<file path="src/common/mfd_pkg.sv">
package mfd_pkg;

    // Register byte offsets, one aligned word each
    localparam logic [7:0] SYS_CTRL_OFS   = 8'h00;
    localparam logic [7:0] MODE_OFS       = 8'h04;
    localparam logic [7:0] PTR_OFS        = 8'h08;
    localparam logic [7:0] NEXT_MODE_OFS  = 8'h0C;
    localparam logic [7:0] NEXT_PTR_OFS   = 8'h10;

    // System control fields
    localparam int SC_MASTER_EN_BIT = 0;
    localparam int SC_LOOP_LSB      = 1;
    localparam int SC_SYNC_SEL_BIT  = 3;

    // Loopback level codes that allow dispatching
    localparam logic [1:0] LOOP_FULL     = 2'h3;
    localparam logic [1:0] LOOP_INTERNAL = 2'h2;

    // Dispatch mode fields (low halfword also used by the advance copy)
    localparam int MODE_MANUAL_BIT = 0;
    localparam int MODE_AUTO_BIT   = 1;
    localparam int MODE_TIMED_BIT  = 2;
    localparam int MODE_EMPTY_BIT  = 3;
    localparam int MODE_LEN_LSB    = 4;
    localparam int MODE_LEN_MSB    = 8;
    localparam int MODE_CANCEL_BIT = 16;
    localparam int MODE_BUSY_BIT   = 17;

    // Table length: a zero field means a full table
    localparam logic [5:0] TABLE_FULL_LEN = 6'h20;
    localparam logic [5:0] LEFT_LAST      = 6'h01;

    // Memory layout
    localparam logic [15:0] FRAME_SLOT_ADDR = 16'h0000;
    localparam logic [15:0] TABLE_STEP      = 16'h0002;
    localparam logic [15:0] PTR_MASK        = 16'hFFFC;

    // Spacing between a slave frame and the next master frame
    localparam int CLK_PERIOD_NS = 10;
    localparam int GAP_NS        = 4000;
    localparam logic [8:0] GAP_CYC = 9'((GAP_NS + CLK_PERIOD_NS - 1) / CLK_PERIOD_NS);

    typedef enum logic [2:0] {
        ST_IDLE,
        ST_FETCH,
        ST_SEND,
        ST_WAIT_TEL
    } disp_state_t;

    typedef struct packed {
        logic        rd;
        logic [15:0] addr;
    } mem_req_t;

    typedef struct packed {
        logic        start;
        logic [15:0] frame;
    } tx_req_t;

    typedef struct packed {
        logic        done;
        logic        timeout;
    } tel_status_t;

endpackage

</file>
<file path="src/logic/master_frame_dispatcher.sv">
// Functional notes
// No frame sent until master enable set and loopback level is full or internal.
// Clearing master enable only suspends; pending requests resume when set again.
// Writing one to cancel bit drops current dispatch requests, per mechanism limits.
// Table done pulses once the addressed table of auto, timed or empty completes.
// Manual frames wait while a table or its chained advance table runs.
// Manual frame needs no queued table, busy clear, and 4 us since slave frame.
// Host writes frame slot first, then sets the manual request.
// After reading the frame slot the frame fetched event pulses.
// Busy rises at once on manual dispatch, falls at telegram end or timeout.
// Reply checked pulses with end of busy, but not on reply timeout.
// Host writes a 16-bit table pointer with two low bits zero first.
// Table request and 5-bit length written together; zero length means 32.
// Automatic table starts only with busy clear and frame spacing reached.
// Frame fetched per table entry, table done at last entry, busy until telegram end.
// Timed request waits for timer one zero; busy rises at first transmitted frame.
// Empty table sends nothing; on timer zero it raises table done immediately.
// On table done the advance mode and pointer copy into the primary registers.
// Advance mode cleared after copy; copy ORs into pending requests; no control half.
// Manual request cancelled only before the frame slot read starts.
// Cancelled automatic table finishes its current telegram, then stops.
// Timed and empty requests fully cancellable until the timer reaches zero.
// Timed and empty start may come from the external sync input instead.
`timescale 1ns/1ps
module master_frame_dispatcher (
    input  wire  logic                 I_MCLK,
    input  wire  logic                 I_RST_B,
    input  wire  logic [7:0]           I_ADDR,
    input  wire  logic [31:0]          I_WDATA,
    input  wire  logic                 I_WR,
    input  wire  logic                 I_RD,
    output logic       [31:0]          O_RDATA,
    output mfd_pkg::mem_req_t          O_MEM,
    input  wire  logic                 I_MEM_ACK,
    input  wire  logic [15:0]          I_MEM_DATA,
    output mfd_pkg::tx_req_t           O_TX,
    input  wire  mfd_pkg::tel_status_t I_TEL,
    input  wire  logic                 I_TIMER1_ZERO,
    input  wire  logic                 I_EXT_SYNC_B,
    output logic                       O_BUSY,
    output logic                       O_TABLE_DONE_IRQ,
    output logic                       O_FRAME_FETCHED_IRQ,
    output logic                       O_REPLY_CHECKED_IRQ
);

    mfd_pkg::disp_state_t state_reg;
    logic        master_en_reg;
    logic [1:0]  loop_level_reg;
    logic        sync_sel_reg;
    logic        req_manual_reg;
    logic        req_auto_reg;
    logic        req_timed_reg;
    logic        req_empty_reg;
    logic [4:0]  tbl_len_reg;
    logic [15:0] tbl_ptr_reg;
    logic [8:0]  next_mode_reg;
    logic [15:0] next_ptr_reg;
    logic        fired_reg;
    logic        tbl_run_reg;
    logic        cur_manual_reg;
    logic [5:0]  left_reg;
    logic [15:0] fetch_addr_reg;
    logic [15:0] frame_reg;
    logic [8:0]  gap_cnt_reg;
    logic        sync_ff1_reg;
    logic        sync_ff2_reg;
    logic        sync_old_reg;

    logic        run_ok;
    logic        gap_ok;
    logic        table_ready;
    logic        can_start;
    logic        start_tbl;
    logic        start_man;
    logic        cont_tbl;
    logic        fetch_done;
    logic        last_fetch;
    logic        timer_evt;
    logic        empty_done;
    logic        handover;
    logic        cancel;
    logic        wr_mode;
    logic [8:0]  cum_mode;

    // dispatch prerequisite
    assign run_ok = master_en_reg
                    && (loop_level_reg == mfd_pkg::LOOP_FULL || loop_level_reg == mfd_pkg::LOOP_INTERNAL);
    assign gap_ok      = (gap_cnt_reg >= mfd_pkg::GAP_CYC);
    assign table_ready = req_auto_reg | fired_reg;
    // busy clear and spacing reached
    assign can_start   = (state_reg == mfd_pkg::ST_IDLE) && run_ok && !O_BUSY && gap_ok;
    assign start_tbl   = can_start && !tbl_run_reg && table_ready;
    // table before manual
    // manual start conditions
    assign start_man   = can_start && !tbl_run_reg && !table_ready && req_manual_reg;
    assign cont_tbl    = can_start && tbl_run_reg;
    assign fetch_done  = (state_reg == mfd_pkg::ST_FETCH) && I_MEM_ACK;
    assign last_fetch  = fetch_done && !cur_manual_reg && (left_reg == mfd_pkg::LEFT_LAST);
    // external sync as timer source
    assign timer_evt   = sync_sel_reg ? (sync_old_reg && !sync_ff2_reg) : I_TIMER1_ZERO;
    // empty table completes on timer
    assign empty_done  = timer_evt && req_empty_reg && !req_timed_reg && !fired_reg;
    // table done sources
    assign handover    = last_fetch || empty_done;
    assign wr_mode     = I_WR && (I_ADDR == mfd_pkg::MODE_OFS);
    // cancel strobe
    assign cancel      = wr_mode && I_WDATA[mfd_pkg::MODE_CANCEL_BIT];
    assign cum_mode    = {tbl_len_reg, req_empty_reg, req_timed_reg, req_auto_reg, req_manual_reg};

    // Pin synchroniser; only the second stage feeds the edge detector
    always_ff @(posedge I_MCLK or negedge I_RST_B)
    begin
        if (!I_RST_B)
        begin
            sync_ff1_reg <= 1'b1;
            sync_ff2_reg <= 1'b1;
            sync_old_reg <= 1'b1;
        end
        else
        begin
            sync_ff1_reg <= I_EXT_SYNC_B;
            sync_ff2_reg <= sync_ff1_reg;
            sync_old_reg <= sync_ff2_reg;
        end
    end

    // System control register
    always_ff @(posedge I_MCLK or negedge I_RST_B)
    begin
        if (!I_RST_B)
        begin
            master_en_reg  <= 1'b0;
            loop_level_reg <= 2'h0;
            sync_sel_reg   <= 1'b0;
        end
        else if (I_WR && I_ADDR == mfd_pkg::SYS_CTRL_OFS)
        begin
            // enable only gates dispatch
            master_en_reg  <= I_WDATA[mfd_pkg::SC_MASTER_EN_BIT];
            loop_level_reg <= I_WDATA[mfd_pkg::SC_LOOP_LSB +: 2];
            sync_sel_reg   <= I_WDATA[mfd_pkg::SC_SYNC_SEL_BIT];
        end
    end

    // Primary mode and pointer; hardware updates win over software
    always_ff @(posedge I_MCLK or negedge I_RST_B)
    begin
        if (!I_RST_B)
        begin
            req_manual_reg <= 1'b0;
            req_auto_reg   <= 1'b0;
            req_timed_reg  <= 1'b0;
            req_empty_reg  <= 1'b0;
            tbl_len_reg    <= 5'h00;
            tbl_ptr_reg    <= 16'h0000;
            fired_reg      <= 1'b0;
        end
        else
        begin
            // request and length in one write
            if (wr_mode && !cancel)
            begin
                req_manual_reg <= I_WDATA[mfd_pkg::MODE_MANUAL_BIT];
                req_auto_reg   <= I_WDATA[mfd_pkg::MODE_AUTO_BIT];
                req_timed_reg  <= I_WDATA[mfd_pkg::MODE_TIMED_BIT];
                req_empty_reg  <= I_WDATA[mfd_pkg::MODE_EMPTY_BIT];
                tbl_len_reg    <= I_WDATA[mfd_pkg::MODE_LEN_MSB:mfd_pkg::MODE_LEN_LSB];
            end
            // cancel drops requests
            // timed and empty dropped before fire
            if (cancel)
            begin
                req_manual_reg <= 1'b0;
                req_auto_reg   <= 1'b0;
                if (!fired_reg)
                begin
                    req_timed_reg <= 1'b0;
                    req_empty_reg <= 1'b0;
                end
            end
            // pointer low bits forced zero
            if (I_WR && I_ADDR == mfd_pkg::PTR_OFS)
                tbl_ptr_reg <= I_WDATA[15:0] & mfd_pkg::PTR_MASK;
            // timed waits for timer zero
            if (timer_evt && req_timed_reg && !fired_reg)
            begin
                fired_reg     <= 1'b1;
                req_timed_reg <= 1'b0;
            end
            if (empty_done)
                req_empty_reg <= 1'b0;
            if (start_tbl)
            begin
                req_auto_reg <= 1'b0;
                if (!req_auto_reg)
                    fired_reg <= 1'b0;
            end
            // manual consumed at slot read start
            if (start_man)
                req_manual_reg <= 1'b0;
            // advance copy on table done
            // cumulative OR of requests
            if (handover)
            begin
                req_manual_reg <= cum_mode[mfd_pkg::MODE_MANUAL_BIT] | next_mode_reg[mfd_pkg::MODE_MANUAL_BIT];
                req_auto_reg   <= (cum_mode[mfd_pkg::MODE_AUTO_BIT] && !start_tbl)
                                  | next_mode_reg[mfd_pkg::MODE_AUTO_BIT];
                req_timed_reg  <= cum_mode[mfd_pkg::MODE_TIMED_BIT] | next_mode_reg[mfd_pkg::MODE_TIMED_BIT];
                req_empty_reg  <= (cum_mode[mfd_pkg::MODE_EMPTY_BIT] && !empty_done)
                                  | next_mode_reg[mfd_pkg::MODE_EMPTY_BIT];
                tbl_len_reg    <= next_mode_reg[mfd_pkg::MODE_LEN_MSB:mfd_pkg::MODE_LEN_LSB];
                tbl_ptr_reg    <= next_ptr_reg;
            end
        end
    end

    // Advance registers; the copy's clear beats a same-cycle write
    always_ff @(posedge I_MCLK or negedge I_RST_B)
    begin
        if (!I_RST_B)
        begin
            next_mode_reg <= 9'h000;
            next_ptr_reg  <= 16'h0000;
        end
        else
        begin
            if (I_WR && I_ADDR == mfd_pkg::NEXT_MODE_OFS)
                next_mode_reg <= I_WDATA[8:0];
            if (I_WR && I_ADDR == mfd_pkg::NEXT_PTR_OFS)
                next_ptr_reg <= I_WDATA[15:0] & mfd_pkg::PTR_MASK;
            // advance mode cleared
            if (handover)
                next_mode_reg <= 9'h000;
        end
    end

    // Dispatch engine
    always_ff @(posedge I_MCLK or negedge I_RST_B)
    begin
        if (!I_RST_B)
        begin
            state_reg      <= mfd_pkg::ST_IDLE;
            tbl_run_reg    <= 1'b0;
            cur_manual_reg <= 1'b0;
            left_reg       <= 6'h00;
            fetch_addr_reg <= 16'h0000;
            frame_reg      <= 16'h0000;
            O_MEM          <= '0;
            O_TX           <= '0;
        end
        else
        begin
            O_MEM.rd    <= 1'b0;
            O_TX.start  <= 1'b0;
            // cancelled table stops after current telegram
            if (cancel)
                tbl_run_reg <= 1'b0;
            unique case (state_reg)
                mfd_pkg::ST_IDLE:
                begin
                    if (start_tbl || start_man || (cont_tbl && !cancel))
                    begin
                        state_reg      <= mfd_pkg::ST_FETCH;
                        O_MEM.rd       <= 1'b1;
                        cur_manual_reg <= start_man;
                        // frame slot read for manual
                        if (start_man)
                            O_MEM.addr <= mfd_pkg::FRAME_SLOT_ADDR;
                        else if (start_tbl)
                            O_MEM.addr <= tbl_ptr_reg;
                        else
                            O_MEM.addr <= fetch_addr_reg;
                        if (start_tbl)
                        begin
                            tbl_run_reg    <= !cancel;
                            fetch_addr_reg <= tbl_ptr_reg;
                            // zero length means full table
                            left_reg       <= (tbl_len_reg == 5'h00) ? mfd_pkg::TABLE_FULL_LEN
                                                                     : {1'b0, tbl_len_reg};
                        end
                    end
                end
                mfd_pkg::ST_FETCH:
                begin
                    if (I_MEM_ACK)
                    begin
                        frame_reg <= I_MEM_DATA;
                        state_reg <= mfd_pkg::ST_SEND;
                        if (!cur_manual_reg)
                        begin
                            fetch_addr_reg <= O_MEM.addr + mfd_pkg::TABLE_STEP;
                            left_reg       <= left_reg - 6'h01;
                            // table done at last entry
                            if (left_reg == mfd_pkg::LEFT_LAST)
                                tbl_run_reg <= 1'b0;
                        end
                    end
                end
                mfd_pkg::ST_SEND:
                begin
                    O_TX.start <= 1'b1;
                    O_TX.frame <= frame_reg;
                    state_reg  <= mfd_pkg::ST_WAIT_TEL;
                end
                mfd_pkg::ST_WAIT_TEL:
                begin
                    if (I_TEL.done)
                        state_reg <= mfd_pkg::ST_IDLE;
                end
            endcase
        end
    end

    // Busy, spacing counter and event pulses
    always_ff @(posedge I_MCLK or negedge I_RST_B)
    begin
        if (!I_RST_B)
        begin
            O_BUSY              <= 1'b0;
            gap_cnt_reg         <= mfd_pkg::GAP_CYC;
            O_TABLE_DONE_IRQ    <= 1'b0;
            O_FRAME_FETCHED_IRQ <= 1'b0;
            O_REPLY_CHECKED_IRQ <= 1'b0;
        end
        else
        begin
            // busy at once for manual
            // busy at first transmitted table frame
            if (start_man || (state_reg == mfd_pkg::ST_SEND))
                O_BUSY <= 1'b1;
            else if (state_reg == mfd_pkg::ST_WAIT_TEL && I_TEL.done)
                O_BUSY <= 1'b0;
            // slave to master spacing
            if (state_reg == mfd_pkg::ST_WAIT_TEL && I_TEL.done)
                gap_cnt_reg <= 9'h000;
            else if (!gap_ok)
                gap_cnt_reg <= gap_cnt_reg + 9'h001;
            // slot read complete
            O_FRAME_FETCHED_IRQ <= fetch_done;
            // table done pulse
            O_TABLE_DONE_IRQ    <= handover;
            // no reply checked on timeout
            O_REPLY_CHECKED_IRQ <= (state_reg == mfd_pkg::ST_WAIT_TEL) && I_TEL.done && !I_TEL.timeout;
        end
    end

    // Register read port, data one cycle after the strobe
    always_ff @(posedge I_MCLK or negedge I_RST_B)
    begin
        if (!I_RST_B)
            O_RDATA <= 32'h0000_0000;
        else if (I_RD)
        begin
            O_RDATA <= 32'h0000_0000;
            unique case (I_ADDR)
                mfd_pkg::SYS_CTRL_OFS:
                begin
                    O_RDATA[mfd_pkg::SC_MASTER_EN_BIT]    <= master_en_reg;
                    O_RDATA[mfd_pkg::SC_LOOP_LSB +: 2]    <= loop_level_reg;
                    O_RDATA[mfd_pkg::SC_SYNC_SEL_BIT]     <= sync_sel_reg;
                end
                mfd_pkg::MODE_OFS:
                begin
                    O_RDATA[8:0]                          <= cum_mode;
                    O_RDATA[mfd_pkg::MODE_BUSY_BIT]       <= O_BUSY;
                end
                mfd_pkg::PTR_OFS:       O_RDATA[15:0] <= tbl_ptr_reg;
                mfd_pkg::NEXT_MODE_OFS: O_RDATA[8:0]  <= next_mode_reg;
                mfd_pkg::NEXT_PTR_OFS:  O_RDATA[15:0] <= next_ptr_reg;
                default:                O_RDATA       <= 32'h0000_0000;
            endcase
        end
        else
            O_RDATA <= 32'h0000_0000;
    end

endmodule

</file>
<file path="config.mk">
export PLATFORM = sky130hd
export DESIGN_NAME = master_frame_dispatcher
export DESIGN_NICKNAME = d
export VERILOG_FILES = /design/src/common/mfd_pkg.sv /design/src/logic/master_frame_dispatcher.sv
export SDC_FILE = /design/constraint.sdc
export NUM_CORES = 1
export LEC_CHECK = 0
export ABC_AREA = 1
export BUFFER_PORTS_ARGS = -buffer_cell sky130_fd_sc_hd__buf_2
export CAP_MARGIN = 20
export CORE_AREA = 2 2 128 130
export CTS_CLUSTER_SIZE = 28
export DETAILED_ROUTE_END_ITERATION = 6
export DIE_AREA = 0 0 130 132
export HOLD_SLACK_MARGIN = 0.15
export PLACE_DENSITY = 0.72
export RECOVER_POWER = 100
export SLEW_MARGIN = 10
export SYNTH_ARGS = -nofsm -noshare
export SYNTH_HDL_FRONTEND = slang
export SYNTH_SLANG_ARGS = --single-unit
export TNS_END_PERCENT = 50
</file>
<file path="constraint.sdc">
create_clock -name I_MCLK -period 2 [get_ports I_MCLK]
set_input_delay 0.4 -clock I_MCLK [delete_from_list [all_inputs] [get_ports I_MCLK]]
set_output_delay 0.4 -clock I_MCLK [all_outputs]
set_load 0.1 [all_outputs]
</file>
**Yosys cells after proc, flatten, opt, wreduce, memory -nomap -nowiden**

Index checks and enable logic that the tools add are counted.

- Register bits: 178
- Output and inout bits: 70
- Logic and storage cells: 180
- Bits of input ports: 65

- Equality and inequality tests: 16
- Mux-type cells: 63
- Magnitude comparators: 1
- Bitwise operators: 5
- $add $sub $neg: 3
- Reduce and logical (&&, ||, !) cells: 61

Operators with widths:

| operator | count |
|---|---|
| $mux W16 | 7 |
| $mux W17 | 3 |
| $mux W9 | 4 |
| $pmux W16 S2 | 1 |
| $mux W1 | 31 |
| $logic_and A1 B1 Y1 | 30 |
| $mux W6 | 5 |
| $pmux W4 S5 | 1 |
| $pmux W5 S4 | 1 |
| $mux W18 | 1 |
| $add A16 B2 Y16 const B | 1 |
| $eq A8 B4 Y1 const B | 2 |
| $pmux W7 S2 | 1 |
| $pmux W3 S4 | 1 |
| $pmux W6 S2 | 1 |
| $logic_not A1 Y1 | 11 |
| $mux W5 | 2 |
| $reduce_bool A2 Y1 | 5 |
| $add A9 B1 Y9 const B | 1 |
| $ge A9 B9 Y1 const B | 1 |
| $mux W3 | 3 |
| $eq A8 B3 Y1 const B | 1 |
| $eq A8 B5 Y1 const B | 1 |
| $logic_not A8 Y1 | 1 |
| 17 further kinds | 33 |

**Longest topological paths before layout**

Gate-level depths: netlist of run 1.

- Depth after elaboration: 13
- Gate-level depth with buffers: 13
- Gate-level depth less buffers: 12

**Worst setup path before layout of run 1**

OpenSTA, ideal clock, no wires.

- Kind: register -> register
- Start: register O_MEM[1] in the netlist's numbering
- End: register fetch_addr_reg[11]
- Path buffers: 0
- Required time: 1.926 ns
- Arrival: 2.332 ns
- Cell stages (with the launch flop): 10
- Setup time: 0.074 ns
- Period minus slack after synthesis: 2.406 ns
- Path slack: -0.406 ns
- Cells stage by stage: dfrtp_1 ha_1 nand2_1 nor2_1 nand3_1 nor2_1 nor2_1 o21ai_0 nand2_1 o21ai_2

- Cells in the longest elaborated chain, start to end: 4

Ends and longest elaborated chain:

| item | line | source |
|---|---|---|
| from (decl) | master_frame_dispatcher.sv:33 | `output mfd_pkg::mem_req_t O_MEM,` |
| $add A16 B2 Y16 | master_frame_dispatcher.sv:291 | `fetch_addr_reg <= O_MEM.addr + mfd_pkg::TABLE_STEP;` |
| $mux W16 | master_frame_dispatcher.sv:289 | `if (!cur_manual_reg)` |
| $mux W16 | master_frame_dispatcher.sv:285 | `if (I_MEM_ACK)` |
| $pmux W16 S2 | master_frame_dispatcher.sv:258 | `unique case (state_reg)` |
| to (signal assigned) | master_frame_dispatcher.sv:276 | `fetch_addr_reg <= tbl_ptr_reg;` |
| to (signal assigned) | master_frame_dispatcher.sv:291 |  |
| to (decl) | master_frame_dispatcher.sv:62 | `logic [15:0] fetch_addr_reg;` |

Every way passes these cells. The select of a mux whose other input is x is not followed.
A chain may end at the register's enable or synchronous reset.

**Worst setup path in the final report of run 1**

- Start: register state_reg[1]
- End: register tbl_len_reg[2]

- Cells in the longest elaborated chain, start to end: 6
- Elaborated cells between the ends (all ways): 7
- Those cells by class: eq/ne: 1; mux: 1; reduce/logical: 5

Ends and longest elaborated chain:

| item | line | source |
|---|---|---|
| from (decl) | master_frame_dispatcher.sv:46 | `mfd_pkg::disp_state_t state_reg;` |
| from (signal assigned) | master_frame_dispatcher.sv:242 | `state_reg <= mfd_pkg::ST_IDLE;` |
| from (signal assigned) | master_frame_dispatcher.sv:263 | `state_reg <= mfd_pkg::ST_FETCH;` |
| from (signal assigned) | master_frame_dispatcher.sv:288 | `state_reg <= mfd_pkg::ST_SEND;` |
| $eq A3 B1 Y1 * | master_frame_dispatcher.sv:97 | `assign fetch_done = (state_reg == mfd_pkg::ST_FETCH) && I_MEM_ACK;` |
| $logic_and A1 B1 Y1 * | master_frame_dispatcher.sv:97 |  |
| $logic_and A1 B1 Y1 * (2 in a row) | master_frame_dispatcher.sv:98 | `assign last_fetch = fetch_done && !cur_manual_reg && (left_reg == mfd_pkg::LEFT_LAST);` |
| $logic_or A1 B1 Y1 * | master_frame_dispatcher.sv:104 | `assign handover = last_fetch \|\| empty_done;` |
| $mux W5 / $reduce_bool A2 Y1 (equally long branches) | - |  |
| to (signal assigned) | master_frame_dispatcher.sv:167 | `tbl_len_reg <= I_WDATA[mfd_pkg::MODE_LEN_MSB:mfd_pkg::MODE_LEN_LSB];` |
| to (signal assigned) | master_frame_dispatcher.sv:211 | `tbl_len_reg <= next_mode_reg[mfd_pkg::MODE_LEN_MSB:mfd_pkg::MODE_LEN_LSB];` |
| to (decl) | master_frame_dispatcher.sv:54 | `logic [4:0] tbl_len_reg;` |

Mark *: on every way between the ends. The rest lies on a longest branch, timed or not.

==> results of run 1 <==
[per-layer routing]
| layer | up-vias | GRT usage, % | routed length (µm) |
|---|---|---|---|
| li1 | 3422 | - | - |
| met2 | 240 | 38.39 | 9363 |
| met4 | 0 | 8.244 | 590 |
| met5 | - | 0 | 0 |
| met1 | 3283 | 31.99 | 8771 |
| met3 | 42 | 5.276 | 1146 |
[logic make-up (layout without fill, tap and decap cells)]
family	Yosys count	in the layout	share of synthesized area, %
other	1	15	0.04756
and+or+nand+nor	530	530	28.93
buffers and inverters	116	262	6.633
muxes	13	13	1.857
AOI/OAI and AO/OA	127	127	9.854
xor gates and xnor gates	2	2	0.2222
DFF	160	160	50.87
adders and majority gates	10	10	1.587
[report_power, final]
group | leakage (nW) | internal (mW) | switching, mW
registers | 2.09 | 3.86 | 0.385
logic | 2.53 | 1.25 | 3.19
clock network | 0.310 | 2.05 | 1.44
[placed cells by master, fill, tap and decap left out, types with 4 or more instances in the layout]
cell type	n
o21ai_1	4
inv_1	60
o21ai_0	52
dfrtp_2	5
nor3_1	9
mux2_2	10
nand3_2	4
nand3_1	84
a21oi_1	22
dlygate4sd3_1	6
inv_2	5
clkbuf_16	17
buf_12	4
conb_1	15
ha_1	8
buf_4	38
nor2_1	44
dfstp_2	6
a22oi_1	7
buf_2	103
inv_6	4
o21ai_2	12
dfrtp_1	147
o22ai_1	4
o211ai_1	14
a31oi_1	7
nand2_1	343
nand4_1	24
[cell type report]
type / instances / area, µm² / share of cell area [%]
flip-flops and latches: 160 / 4025 / 41.69
multi-input cells: 697 / 3453 / 35.77
repair buffers: 161 / 1008 / 10.44
clock buffers: 18 / 439.2 / 4.548
well taps: 216 / 270.3 / 2.799
inverters: 69 / 262.8 / 2.721
clock inverters: 14 / 196.4 / 2.034
[worst max-delay path, cell delays in order, from the launching register on]
cell and delay, ps:
dfrtp_1 400, inv_2 100, ha_2 180, nand2_1 70, nor2_1 90, nand4_1 210, nand2_4 200, clkinvlp_4 210
buf_4 190, nand2_2 80, o211ai_1 130
[metrics by stage]
step | instance area [µm²] | util (%)
global placement | 8870 | 56.45
global route | 9656 | 61.45
finish | 9656 | 61.45
detailed placement | 8870 | 56.45
floorplan | 7951 | -
CTS | 9570 | 60.91
[worst paths after layout]
path                            cells after the start                           end  slack [ps]                     start
max in group asynchronous                           3          O_MEM[2]$_DFFE_PN0P_         240                   I_RST_B
worst min register to register                      0        sync_ff2_reg$_DFF_PN1_         360    sync_ff1_reg$_DFF_PN1_
worst max register to register                     10    tbl_len_reg[2]$_DFFE_PN0P_         -10  state_reg[1]$_DFFE_PN0P_
min in group asynchronous                           2  next_ptr_reg[13]$_DFFE_PN0P_         570                   I_RST_B
worst min-delay path                                3     frame_reg[13]$_DFFE_PN0P_         170            I_MEM_DATA[13]
worst max-delay path                               10    tbl_len_reg[2]$_DFFE_PN0P_         -10  state_reg[1]$_DFFE_PN0P_
[repair_timing]
| action | 4_1_cts | 5_1_grt |
|---|---|---|
| setup buffers | 0 | 8 |
| hold buffers | 6 | 0 |
| endpoints found under the setup margin | 15 | 71 |
| gates resized for setup | 2 | 18 |
| cloned | 0 | 0 |
| endpoints found under the hold margin | 29 | 0 |
| pin swaps | 0 | 2 |
==> summary.md, run 1 <==
| Metric | Value |
|---|---|
| Status | complete, but fails checks |
| Failing checks | negative setup slack |
| Power Dens Cells | ~1300 nW/µm² |
| Crit share post-route | 100.6% |
| CTS HTree Levels | 4 |
| Cells after Synth | around 960 |
| CP Data Required Time | about 2300 ps |
| Hold_ws | ~170 ps |
| Nets | 1,181 |
| CTS buffer count | 17 |
| Clk buf depth | 2 |
| Initial Utilization | about half |
| Core Area | roughly 16,000 µm² |
| Pre-CTS setup slack | -74.14 ps |
| Flops & latches, synth | 160 |
| Worst setup EP type | flop |
| Clk_lat worst skew | roughly 430 ps |
| GPL Wtd Cong | about 0.88 |
| Register area share after synthesis | between 50 and 60% |
| Rows | 46 |
| ANT cells | 0 |
| Starting DRT DRC Count | around 550 |
| Final setup TNS | -11.42 ps |
| First-pass detailed-route iteration total | 5 |
| Die height | 132 µm |
| Yosys top cell area share | about 49% |
| Global route total overflow | 0 |
| Vias in the first global route | 6,634 |
| Yosys Warn Count | 0 |
| Post-synth EDFFs | 0 |
| Syn Area/Cell | slightly above 8 µm² |
| Yosys cell types | 42 |
| Setup CP Type | flop to flop |
| Synth top cells by count | nand2_1 (346), dfrtp_1 (154), nand3_1 (85) |
| Clk sink count | 160 |
| WL/cell | 14.88 µm |
| Largest fanout on the critical path | 8 |
| Share of cells above drive strength 1 | a little under a quarter |
| CP Data Arrival Time | 2280 ps |
| Synth async-reset ratio | between 90% and 100% |
| RSZ-0062 raised after global routing | true |
| HP Class | primary input to flop |
| Total track usage | a little under a quarter |
| Worst-margin pin slew | approximately 1000 ps |
| ANT nets after route | 0 |
| Layout fillers | ~1,400 |
| Die extent in x | ~130 µm |
| Final wirelength | 19,870 µm |
| First-pass GRT wire length | approximately 33,000 µm |
| Synth Flop Type | dfrtp_1 |
| Largest net degree at the start of global routing | a little over 50 |
| Via density | between 5 and 6 |
| Biggest registers after layout | O_MEM: 17 flops, O_RDATA: 17 flops, O_TX: 17 flops |
| Initial antenna violation count | 0 |
| Max Freq | 497.2 MHz |
| Worst-path clk slew | 70 ps |
| Final std cells w/o fill | about 1,300 |
| Slack of the critical path | -11.42 ps |
| CTS Root Cell | clkbuf_16 |
| Power Total | 12.18 mW |
| Port Buffer Count | 104 |
| DIE AREA | between 15,000 and 20,000 µm² |
| Dpl cells | between 1,000 and 1,500 |
| Area leader, netlist | dfrtp_1 |
| Layout Skew | roughly 11 ps |
| Maximum VDD drop | roughly 1100 µV |
| Most frequent cell after synthesis | nand2_1 |
| Fin. Hold Viols | 0 |
| Area grow syn2layout | 22.45% |
| Mapped Area | 7885 µm² |
| DP HPWL | approximately 14,000 µm |
| Startpoint types | flop |
| Via count | between 6,000 and 7,000 |
| Remaining DRCs | 0 |
| Final Max Tran Viols | 0 |
| Final critical-path required period | 2011 ps |
| Final setup violation count | 1 |
| Largest cells by area after synthesis | dfrtp_1 (49%), nand2_1 (16%), nand3_1 (5.4%) |
| Top Ports | around 140 |
| LEAKAGE | ~4.9 nW |
| Maxcap violations | 0 |
| TritonCTS clock tree | done |
| Relative slew slack | a little under a third |
(Power assumes the default switching activity.)
==> run 2, diff against run 1 <==
--- a/config.mk
+++ b/config.mk
@@ -8,12 +8,12 @@
 export ABC_AREA = 1
 export BUFFER_PORTS_ARGS = -buffer_cell sky130_fd_sc_hd__buf_2
 export CAP_MARGIN = 20
-export CORE_AREA = 2 2 128 130
+export CORE_AREA = 2 2 118 120
 export CTS_CLUSTER_SIZE = 28
 export DETAILED_ROUTE_END_ITERATION = 6
-export DIE_AREA = 0 0 130 132
+export DIE_AREA = 0 0 120 122
 export HOLD_SLACK_MARGIN = 0.15
-export PLACE_DENSITY = 0.72
+export PLACE_DENSITY = 0.8
 export RECOVER_POWER = 100
 export SLEW_MARGIN = 10
 export SYNTH_ARGS = -nofsm -noshare
==> constraint.sdc (replaced) <==
create_clock -name I_MCLK -period 2.5 [get_ports I_MCLK]
set_input_delay 0.5 -clock I_MCLK [delete_from_list [all_inputs] [get_ports I_MCLK]]
set_output_delay 0.5 -clock I_MCLK [all_outputs]
set_load 0.1 [all_outputs]
==> summary.md, run 2 (same netlist as run 1, synthesis figures left out) <==
| Metric | Value |
|---|---|
| Status | complete, no violations |
| Starting DRT DRC Count | roughly 650 |
| Layer with the highest usage | met2 |
| RSZ-0062 raised after global routing | true |
| GPL Wtd Cong | ~0.89 |
| Top Ports | approximately 140 |
| Via density | about 5.5 |
| Delay-heaviest family, CP | buffers and inverters |
| Via count | 6,977 |
| CP dominant cell by count | nand2_1 |
| Die height | between 100 and 150 µm |
| Initial Utilization | between 50% and 60% |
| Maxcap violations | 0 |
| Fin. Hold Viols | 0 |
| Worst-path clk slew | around 60 ps |
| Worst setup EP type | flop |
| Share of cells above drive strength 1 | 13.57% |
| Slack of the critical path | around 140 ps |
| Post-CTS Resized | 0 |
| Port Buffer Count | 104 |
| Pre-CTS setup slack | ~190 ps |
| Setup bufs post-CTS | 0 |
| Area grow syn2layout | 15.01% |
| Crit share post-route | a little over nine tenths |
| HP Class | primary input to flop |
| Final wirelength | 19,310 µm |
| CP Cell Sequence | inv_1, ha_1, nand2_1, nor2_1, nand4_1, nand2_1, inv_1, nand2_1, o211ai_1 |
| Worst Reg-to-Reg Cells | 9 |
| CP Data Arrival Time | approximately 2700 ps |
| Biggest registers after layout | O_MEM: 17 flops, O_RDATA: 17 flops, O_TX: 17 flops |
| Largest net degree at the start of global routing | 46 |
| Die extent in x | 120 µm |
| Initial antenna violation count | 0 |
| Max Freq | ~420 MHz |
| ANT cells | 0 |
| CTS Root Cell | clkbuf_16 |
| TritonCTS clock tree | done |
| Slowest CP cell | inv_1 |
| Startpoint types | flop |
| LEAKAGE | ~4.5 nW |
| Relative slew slack | approximately a fifth |
| Commonest non-fill, non-tap cell in the layout | nand2_1 |
| First-pass GRT wire length | about 32,000 µm |
| Power Dens Cells | about 1000 nW/µm² |
| Global route total overflow | 0 |
| Clk buf depth | 2 |
| Hold_ws | around 200 ps |
| Worst-margin pin slew | 1225 ps |
| DP HPWL | ~13,000 µm |
| Largest fanout on the critical path | 21 |
| First-pass detailed-route iteration total | 7 |
| Clk_lat worst skew | roughly 440 ps |
| Hold Path Cell Cnt | 2 |
| Final critical-path required period | between 2000 and 2500 ps |
| Core Area | between 10,000 and 15,000 µm² |
| WL/cell | approximately 15 µm |
| Bufs and invs on worst path | 2 |
| CTS HTree Levels | 4 |
| CP Data Required Time | around 2900 ps |
| Met1 usage | approximately 36% |
| CP Depth | 9 |
| Remaining DRCs | 0 |
| Nets | about 1,100 |
| M2 GR Usage | 44.67% |
| Maximum VDD drop | around 870 µV |
| Vias in the first global route | roughly 6,500 |
| ANT nets after route | 0 |
| Util after Layout | 67.15% |
| Total track usage | between 20% and 30% |
| Max stage delay on crit path | approximately 620 ps |
| Final Max Tran Viols | 0 |
| GR Util met3 | under 10% |
| Most frequent cells in the layout | nand2_1 (346), dfrtp_1 (154), nand3_1 (86), inv_1 (64), clkbuf_1 (53) |
| Clk sink count | 160 |
| Setup CP Type | flop to flop |
| Final setup violation count | 0 |
| CTS buffer count | 17 |
| DIE AREA | 14,640 µm² |
| Layout Skew | a little over 9 ps |
| Rows | 43 |
run 2: cell type report:
type / count / area [µm²]
fill: 1152 / 4436
clock inverter: 12 / 133.9
timing repair buffer: 125 / 619.3
sequential: 160 / 4011
multi-input combinational: 697 / 3383
tap: 180 / 225.2
inverter: 69 / 259.0
clock buffer: 20 / 436.7
run 2: what timing repair did:
action | 4_1_cts | 5_1_grt
hold buffers | 1 | 1
endpoints found under the setup margin | 0 | 17
hold endpoints to repair | 41 | 1
run 2: worst paths after layout:
path / startpoint / end / slack [ps]
max in group asynchronous: I_RST_B / O_TX[2]$_DFFE_PN0P_ / 400
min reg2reg: sync_ff1_reg$_DFF_PN1_ / sync_ff2_reg$_DFF_PN1_ / 360
max reg2reg: state_reg[1]$_DFFE_PN0P_ / tbl_ptr_reg[8]$_DFFE_PN0P_ / 140
min: I_TEL[0] / O_REPLY_CHECKED_IRQ$_DFF_PN0_ / 200
max: state_reg[1]$_DFFE_PN0P_ / tbl_ptr_reg[8]$_DFFE_PN0P_ / 140
min in group asynchronous: I_RST_B / O_RDATA[10]$_DFF_PN0_ / 810
run 2: metrics by stage:
step           setup TNS (ps)  power, mW  instances  cell area (µm²)
2_1_floorplan               0      6.072        973             7938
3_3_place_gp                0      6.640       1229             8606
3_5_place_dp                0      6.734       1229             8606
4_1_cts                     0      9.299       1262             9186
5_1_grt                -368.8      9.772       1263             9069
6_report                    0      9.232       1263             9069
run 2: worst register-to-register path, stage by stage, from the launching register on:
cell	delay [ps]
dfrtp_1	400
inv_1	100
ha_1	200
nand2_1	90
nor2_1	40
nand4_1	110
nand2_1	240
inv_1	620
nand2_1	230
o211ai_1	230
run 2: routing by layer:
layer	vias up	part of all wire (%)	wire length, µm
li1	3346	-	-
met1	3305	42	8181
met2	280	48	9274
met3	46	6.3	1223
met4	0	3.2	626
met5	-	0	0
run 2: where the power goes:
group,internal [mW],switching (mW)
registers,3.09,0.325
clock network,1.48,1.08
logic,0.780,2.48
total,5.34,3.89
